--- config.mk ---
export PLATFORM = sky130hd
export DESIGN_NAME = stm_timer
export DESIGN_NICKNAME = d
export VERILOG_FILES = /design/src/inc/stm_pkg.sv /design/src/hdl/stm_timer.sv /design/src/hdl/stm_edge.sv /design/src/hdl/stm_prescale.sv
export SDC_FILE = /design/constraint.sdc
export NUM_CORES = 1
export LEC_CHECK = 0
export BUFFER_PORTS_ARGS = -buffer_cell sky130_fd_sc_hd__buf_2
export CORE_MARGIN = 1
export CORE_UTILIZATION = 50
export DETAILED_ROUTE_END_ITERATION = 7
export PLACE_DENSITY = 0.76
export SYNTH_ARGS = -nofsm -noshare
export SYNTH_HDL_FRONTEND = slang
export SYNTH_HIERARCHICAL = 1
export SYNTH_SLANG_ARGS = --single-unit
export TNS_END_PERCENT = 30
--- constraint.sdc ---
create_clock -name ref_clk -period 2.47 [get_ports ref_clk]
set_input_delay 0.247 -clock ref_clk [delete_from_list [all_inputs] [get_ports ref_clk]]
set_output_delay 0.247 -clock ref_clk [all_outputs]
set_load 0.005 [all_outputs]
--- src/inc/stm_pkg.sv ---
// package: register map, field positions, reset values and types of the 16-bit timer
package stm_pkg;
   // register offsets (byte addresses are four times these indices)
   localparam logic [7:0] ADDR_INTCTL = 8'h0b;
   localparam logic [7:0] ADDR_PIFLAGS = 8'h0c;
   localparam logic [7:0] ADDR_CNT_LO = 8'h0e;
   localparam logic [7:0] ADDR_CNT_HI = 8'h0f;
   localparam logic [7:0] ADDR_TCTL = 8'h10;
   localparam logic [7:0] ADDR_PIENS = 8'h8c;
   // own registers: compare value and compare mode
   localparam logic [7:0] ADDR_CMP_LO = 8'h15;
   localparam logic [7:0] ADDR_CMP_HI = 8'h16;
   localparam logic [7:0] ADDR_CMP_MODE = 8'h17;
   // timer control fields
   localparam int TCTL_ON_BIT = 0;
   localparam int TCTL_CS_BIT = 1;
   localparam int TCTL_SYNC_BIT = 2;
   localparam int TCTL_OSC_BIT = 3;
   localparam int TCTL_PS_LSB = 4;
   localparam logic [7:0] TCTL_MASK = 8'h3f;
   // interrupt control fields
   localparam int INTCTL_GIE_BIT = 7;
   localparam int INTCTL_PERIPHERAL_IRQ_ENABLE_BIT = 6;
   // flag / enable bit of the overflow
   localparam int OVF_BIT = 0;
   // reset values
   localparam logic [7:0] TCTL_RST = 8'h00;
   localparam logic [7:0] PIFLAGS_RST = 8'h00;
   localparam logic [7:0] PIENS_RST = 8'h00;
   localparam logic [7:0] INTCTL_RST = 8'h00;
   localparam logic [15:0] CNT_RST = 16'h0000;
   localparam logic [15:0] CMP_RST = 16'hffff;
   localparam logic [3:0] CMP_MODE_RST = 4'h0;
   // compare mode that clears the count on match
   localparam logic [3:0] CMP_MODE_SPECIAL = 4'hb;
   localparam logic [15:0] CNT_MAX = 16'hffff;
   // oscillator ratings
   localparam int OSC_MAX_KHZ = 200;
   localparam int OSC_NOM_KHZ = 32;
   // timer control register fields
   typedef struct packed {
      logic [1:0] prescale_select;
      logic osc_enable;
      logic sync_bypass;
      logic clock_source_select;
      logic timer_on;
   } stm_ctl_t;
   // one count-clock event plus the pin level
   typedef struct packed {
      logic ext_rise;
      logic ext_level;
   } stm_ext_t;
endpackage : stm_pkg

--- src/hdl/stm_timer.sv ---
// 16-bit timer/counter with oscillator pins, compare reset and Avalon-MM registers
module stm_timer (
   // clock and reset
   input wire logic ref_clk,
   input wire logic rst,
   // avalon-mm slave
   input wire logic [7:0] avs_address,
   input wire logic avs_read,
   input wire logic avs_write,
   input wire logic [31:0] avs_writedata,
   input wire logic [3:0] avs_byteenable,
   output logic [31:0] avs_readdata,
   output logic avs_waitrequest,
   output logic [1:0] avs_response,
   // core timing and power state
   input wire logic instr_cycle,
   input wire logic sleep,
   // port c pins 0 (external clock / osc out) and 1 (osc in)
   input wire logic [1:0] port_c_direction,
   input wire logic [1:0] port_c_out,
   input wire logic [1:0] port_c_in,
   output logic [1:0] port_c_pin_out,
   output logic [1:0] port_c_pin_oe,
   output logic osc_run,
   // compare unit and converter
   input wire logic adc_enable,
   output logic adc_start,
   // interrupt
   output logic irq
);
   // ----------------------------------------
   // state
   // ----------------------------------------
   stm_pkg::stm_ctl_t ctl, next_ctl;
   logic [15:0] count, next_count;
   logic [15:0] cmp, next_cmp;
   logic [3:0] cmp_mode, next_cmp_mode;
   logic [7:0] intctl, next_intctl;
   logic ovf_flag, next_ovf_flag;
   logic ovf_en, next_ovf_en;
   logic [31:0] rdata, next_rdata;
   logic ack, next_ack;
   logic [1:0] resp, next_resp;
   logic adc_go, next_adc_go;

   stm_pkg::stm_ext_t ext;
   logic raw_tick;
   logic tick;
   logic wr;
   logic rd;
   logic hit;
   logic wr_lo;
   logic wr_hi;
   logic special;
   logic match;
   logic [7:0] wbyte;

   // ----------------------------------------
   // count clock
   // ----------------------------------------
   stm_edge u_edge (
      .ref_clk(ref_clk),
      .rst(rst),
      .sync_bypass(ctl.sync_bypass),
      .clk_pin(port_c_in[0]),
      .ext(ext)
   );

   // instruction cycles stop in sleep; external edges keep counting
   always_comb begin
      if (ctl.clock_source_select) begin
         raw_tick = ctl.timer_on & ext.ext_rise;
      end else begin
         raw_tick = ctl.timer_on & instr_cycle & ~sleep;
      end
   end

   stm_prescale u_pre (
      .ref_clk(ref_clk),
      .rst(rst),
      .prescale_select(ctl.prescale_select),
      .clear(wr_lo | wr_hi),
      .tick_in(raw_tick),
      .tick_out(tick)
   );

   // ----------------------------------------
   // oscillator pins
   // ----------------------------------------
   always_comb begin
      osc_run = ctl.osc_enable;
      port_c_pin_out = port_c_out;
      // oscillator mode releases port drive on both pins
      port_c_pin_oe = ctl.osc_enable ? 2'b00 : ~port_c_direction;
   end

   // ----------------------------------------
   // bus decode
   // ----------------------------------------
   always_comb begin
      wr = avs_write & ~ack;
      rd = avs_read & ~ack;
      wbyte = avs_writedata[7:0];
      unique case (avs_address)
         stm_pkg::ADDR_INTCTL, stm_pkg::ADDR_PIFLAGS, stm_pkg::ADDR_CNT_LO,
         stm_pkg::ADDR_CNT_HI, stm_pkg::ADDR_TCTL, stm_pkg::ADDR_PIENS,
         stm_pkg::ADDR_CMP_LO, stm_pkg::ADDR_CMP_HI, stm_pkg::ADDR_CMP_MODE: hit = 1'b1;
         default: hit = 1'b0;
      endcase
      wr_lo = wr & avs_byteenable[0] & (avs_address == stm_pkg::ADDR_CNT_LO);
      wr_hi = wr & avs_byteenable[0] & (avs_address == stm_pkg::ADDR_CNT_HI);
      avs_waitrequest = (avs_read | avs_write) & ~ack;
      avs_readdata = rdata;
      avs_response = resp;
   end

   // ----------------------------------------
   // counter, compare and flags
   // ----------------------------------------
   always_comb begin
      special = (cmp_mode == stm_pkg::CMP_MODE_SPECIAL);
      match = special & (count == cmp);
      next_count = count;
      next_ovf_flag = ovf_flag;
      next_adc_go = match & adc_enable;
      // software clear first, so a same-cycle overflow still sets the flag
      if (wr & avs_byteenable[0] & (avs_address == stm_pkg::ADDR_PIFLAGS)) begin
         next_ovf_flag = wbyte[stm_pkg::OVF_BIT];
      end
      if (match) begin
         next_count = stm_pkg::CNT_RST;
      end else if (tick) begin
         next_count = count + 16'h0001;
         if (count == stm_pkg::CNT_MAX) begin
            next_ovf_flag = 1'b1;
         end
      end
      // a bus write beats the compare clear
      if (wr_lo) begin
         next_count = {count[15:8], wbyte};
      end
      if (wr_hi) begin
         next_count = {wbyte, count[7:0]};
      end
      irq = ovf_flag & ovf_en & intctl[stm_pkg::INTCTL_PERIPHERAL_IRQ_ENABLE_BIT]
         & intctl[stm_pkg::INTCTL_GIE_BIT];
      adc_start = adc_go;
   end

   // ----------------------------------------
   // register writes and reads
   // ----------------------------------------
   always_comb begin
      next_ctl = ctl;
      next_cmp = cmp;
      next_cmp_mode = cmp_mode;
      next_intctl = intctl;
      next_ovf_en = ovf_en;
      next_rdata = rdata;
      next_resp = resp;
      next_ack = (avs_read | avs_write) & ~ack;
      if (wr & avs_byteenable[0]) begin
         unique case (avs_address)
            stm_pkg::ADDR_TCTL: next_ctl = stm_pkg::stm_ctl_t'(wbyte[5:0]);
            stm_pkg::ADDR_INTCTL: next_intctl = wbyte;
            stm_pkg::ADDR_PIENS: next_ovf_en = wbyte[stm_pkg::OVF_BIT];
            stm_pkg::ADDR_CMP_LO: next_cmp = {cmp[15:8], wbyte};
            stm_pkg::ADDR_CMP_HI: next_cmp = {wbyte, cmp[7:0]};
            stm_pkg::ADDR_CMP_MODE: next_cmp_mode = wbyte[3:0];
            default: next_cmp_mode = cmp_mode;
         endcase
      end
      if (rd | wr) begin
         next_resp = hit ? 2'h0 : 2'h2;
      end
      if (rd) begin
         unique case (avs_address)
            stm_pkg::ADDR_INTCTL: next_rdata = {24'h000000, intctl};
            stm_pkg::ADDR_PIFLAGS: next_rdata = {31'h00000000, ovf_flag};
            stm_pkg::ADDR_CNT_LO: next_rdata = {24'h000000, count[7:0]};
            stm_pkg::ADDR_CNT_HI: next_rdata = {24'h000000, count[15:8]};
            stm_pkg::ADDR_TCTL: next_rdata = {26'h0000000, ctl};
            stm_pkg::ADDR_PIENS: next_rdata = {31'h00000000, ovf_en};
            stm_pkg::ADDR_CMP_LO: next_rdata = {24'h000000, cmp[7:0]};
            stm_pkg::ADDR_CMP_HI: next_rdata = {24'h000000, cmp[15:8]};
            stm_pkg::ADDR_CMP_MODE: next_rdata = {28'h0000000, cmp_mode};
            default: next_rdata = 32'h00000000;
         endcase
      end
   end

   always_ff @(posedge ref_clk or posedge rst) begin
      if (rst) begin
         ctl <= stm_pkg::stm_ctl_t'(stm_pkg::TCTL_RST[5:0]);
         count <= stm_pkg::CNT_RST;
         cmp <= stm_pkg::CMP_RST;
         cmp_mode <= stm_pkg::CMP_MODE_RST;
         intctl <= stm_pkg::INTCTL_RST;
         ovf_flag <= stm_pkg::PIFLAGS_RST[0];
         ovf_en <= stm_pkg::PIENS_RST[0];
         rdata <= 32'h00000000;
         ack <= 1'b0;
         resp <= 2'h0;
         adc_go <= 1'b0;
      end else begin
         ctl <= next_ctl;
         count <= next_count;
         cmp <= next_cmp;
         cmp_mode <= next_cmp_mode;
         intctl <= next_intctl;
         ovf_flag <= next_ovf_flag;
         ovf_en <= next_ovf_en;
         rdata <= next_rdata;
         ack <= next_ack;
         resp <= next_resp;
         adc_go <= next_adc_go;
      end
   end
endmodule // stm_timer

--- src/hdl/stm_edge.sv ---
// external clock edge detector with optional two-stage synchroniser
module stm_edge (
   // clock and reset
   input wire logic ref_clk,
   input wire logic rst,
   // control
   input wire logic sync_bypass,
   // pin and result
   input wire logic clk_pin,
   output stm_pkg::stm_ext_t ext
);
   logic meta;
   logic sync;
   logic last;
   logic next_last;
   logic sel;

   // ----------------------------------------
   // synchroniser
   // ----------------------------------------
   always_ff @(posedge ref_clk or posedge rst) begin
      if (rst) begin
         meta <= 1'b0;
         sync <= 1'b0;
         last <= 1'b0;
      end else begin
         meta <= clk_pin;
         sync <= meta;
         last <= next_last;
      end
   end

   // bypass takes the pin directly, sync takes the second stage
   always_comb begin
      sel = sync_bypass ? clk_pin : sync;
      next_last = sel;
      ext.ext_level = sel;
      ext.ext_rise = sel & ~last;
   end
endmodule // stm_edge

--- src/hdl/stm_prescale.sv ---
// count clock prescaler: divides count events by 1, 2, 4 or 8
module stm_prescale (
   // clock and reset
   input wire logic ref_clk,
   input wire logic rst,
   // control
   input wire logic [1:0] prescale_select,
   input wire logic clear,
   // events
   input wire logic tick_in,
   output logic tick_out
);
   logic [2:0] cnt;
   logic [2:0] next_cnt;
   logic [2:0] lim;

   // ----------------------------------------
   // divide
   // ----------------------------------------
   always_comb begin
      lim = 3'((4'h1 << prescale_select) - 4'h1);
      next_cnt = cnt;
      tick_out = 1'b0;
      if (clear) begin
         next_cnt = 3'h0;
      end else if (tick_in) begin
         if (cnt >= lim) begin
            next_cnt = 3'h0;
            tick_out = 1'b1;
         end else begin
            next_cnt = cnt + 3'h1;
         end
      end
   end

   always_ff @(posedge ref_clk or posedge rst) begin
      if (rst) begin
         cnt <= 3'h0;
      end else begin
         cnt <= next_cnt;
      end
   end
endmodule // stm_prescale

==> flow_summary.toml <==
[status]
status = "finished clean"

[sta]
period_needed_ns = 2.37
slew_headroom = 0.535
min_period_over_period = 0.958
setup_slack_ns = 0.103
rsz0062_at_grt = "yes"
clock-skew-final_ns = 0.00947
worst_pin_slew_ns = 0.697
hold_viol_final = 0
setup_violations = 0
slew_viol_final = 0
max_clock_freq_mhz = 422

[cts]
cts_max_level = 3
clk_path_buf_depth = 2
tritoncts = "yes"
path_clk_slew_ns = 0.08
clk_latency_ns = 0.35
cts_inserted_buffers = 9
clock-root-buffer = "clkbuf_8"
cts.sinks = 69

[place]
place_congestion = 1.02
post-dp-hpwl_mm = 8.68
io_buffers = 41
dp_slack_ns = 0.0664
dp_cells = 593

[floorplanning]
fp.dieW_um = 95.8
die-area_sq_mm = 0.00918
coreArea_sq_mm = 0.00838
ios = 99
num_rows = 33
die_y_um = 95.8
initial_core_util = 0.525

[cells_and_area]
syn_to_final_growth_pct = 13.2
drive_above_1_share = 0.344
n_antenna_cell = 0
final_cell_mix = "dfrtp_1, buf_2, mux2_2, nand2_1, buf_4"
fillers = 701
final_common_cell = "dfrtp_1"
finish.utilization = 0.594
fin_cells = 611
final_nets = 563

[power_and_ir_drop]
internal_power_mw = 1.88
power_frac_seq = 0.470
comb_power_share = 0.100
ir_drop_mv = 0.319
finalPower_mw = 2.53
leakagePower_nw = 2.23
p_clk_frac = 0.430
p_sw_frac = 0.256
p_sw_mw = 0.647
power_density_mw_per_mm2 = 507

[setup_path]
worstSetupEndpoint = "count[7]$_DFFE_PP0P_"
timing.rr.end = "count[7]$_DFFE_PP0P_"
critPathMaxStageDelay_ns = 0.44
cp-startpoint = "ctl[4]$_DFFE_PP0P_"
arrival_ns = 2.64
critPathCaptureType = "flip-flop"
worstRegToRegCells = 8
critical_path.cell_chain = "or2_2 > ha_1 > nor2b_2 > o21ai_2 > and3b_2 > o31a_2 > a21boi_0 > o21ai_0"
crit_fanout = 8
path_class = "reg -> reg"
reg2reg_from = "ctl[4]$_DFFE_PP0P_"
cp_slowest_cell = "o31a_2"
worst_setup_path_start_kind = "flip-flop"
r2r_slack_ns = 0.10
worstPathRequired_ns = 2.75

[route]
drtIter0Drc = 303
firstDrtPassIters = 5
ant_nets = 0
vias = 3717
vias_per_cell = 6.08
wire_per_inst_um = 19.0
drcViolationCount = 0
routed_wirelength_mm = 11.6

[synth]
syn_inst = 445
yosysWarnings = 6
synth.cell_area_sq_mm = 0.00440
syn_area_per_cell_sq_um = 9.89

[grt]
grt_pass1_wl_mm = 18.3
antenna_found_initial = 0
grtUsageTotal = 0.275
grt.overflow.total = 0
grt_pass1_vias = 3479
grt_max_degree = 33

[min_path]
hp-class = "in -> reg"

[run]
drv_cap = 0
cell type report:
class                           instances  area (sq um)  share of cell area
Multi-Input combinational cell        335          2370               0.476
Tap cell                              105           131              0.0264
Clock buffer                           11           151              0.0304
Inverter                               13          51.3              0.0103
Sequential cell                        69          1750               0.351
Clock inverter                          5          81.3              0.0163
Timing Repair Buffer                   73           448              0.0899
metrics by stage:
step	instance area, sq um	setup TNS [ns]	hold slack, ns
2_1_floorplan	4490	0	0.000644
3_3_place_gp	4730	0	0.140
3_5_place_dp	4730	0	0.148
4_1_cts	4970	0	0.0100
5_1_grt	4980	-0.0146	0.00696
6_report	4980	0	0.0170
how the worst min path moves through the flow:
stage                     depth (start not counted)                     to         start  slack (ns)
after floorplan                                   1  u_edge/last$_DFF_PP0_           rst      0.0006
after global placement                            2  u_edge/meta$_DFF_PP0_           rst        0.14
after detailed placement                          2  u_edge/sync$_DFF_PP0_           rst        0.15
after CTS                                         1  u_edge/meta$_DFF_PP0_  port_c_in[0]        0.01
after global routing                              1  u_edge/meta$_DFF_PP0_  port_c_in[0]       0.007
final                                             1  u_edge/meta$_DFF_PP0_  port_c_in[0]        0.02
state kept, by name (all words and copies together) (netlist names):
register and cells:
cmp 16, ovf_en 1, u_edge/sync 1, cmp_mode 4
intctl 8, ctl 5, avs_readdata 8, count 16
u_edge/last 1, u_pre/cnt 3, ack 1, osc_run 1
avs_response 1, u_edge/meta 1, adc_start 1, ovf_flag 1
worst max-delay path: cells and delay by family, from the launching register on:
family                   cells  cell delay (ns)
adder cells (fa/ha/maj)      1             0.28
AND/OR/NAND/NOR              3             0.77
flip-flops                   1             0.41
AO/OA/AOI/OAI                4             0.84
routing by layer:
metal	wire length, um	GRT usage	vias up
li1	-	-	1687
met1	4920	0.370	1789
met2	5410	0.423	202
met3	823	0.0529	39
met4	470	0.136	0
met5	0	0	-
power by group through the flow:
| stage | Clock [mW] | Combinational [mW] | Sequential [mW] |
|---|---|---|---|
| floorplan | 0 | 0.181 | 1.20 |
| global placement | 0 | 0.241 | 1.21 |
| detailed placement | 0 | 0.247 | 1.21 |
| CTS | 1.10 | 0.250 | 1.19 |
| global route | 1.15 | 0.284 | 1.19 |
| finish | 1.09 | 0.252 | 1.19 |
repair_timing:
| action | CTS | global route |
|---|---|---|
| buffers inserted | 0 | 1 |
| endpoints found under the hold margin | 6 | 0 |
| hold buffers | 1 | 0 |
| resized for setup | 0 | 2 |
| setup endpoints to repair | 0 | 2 |
Power figures use the tool's default switching activity.
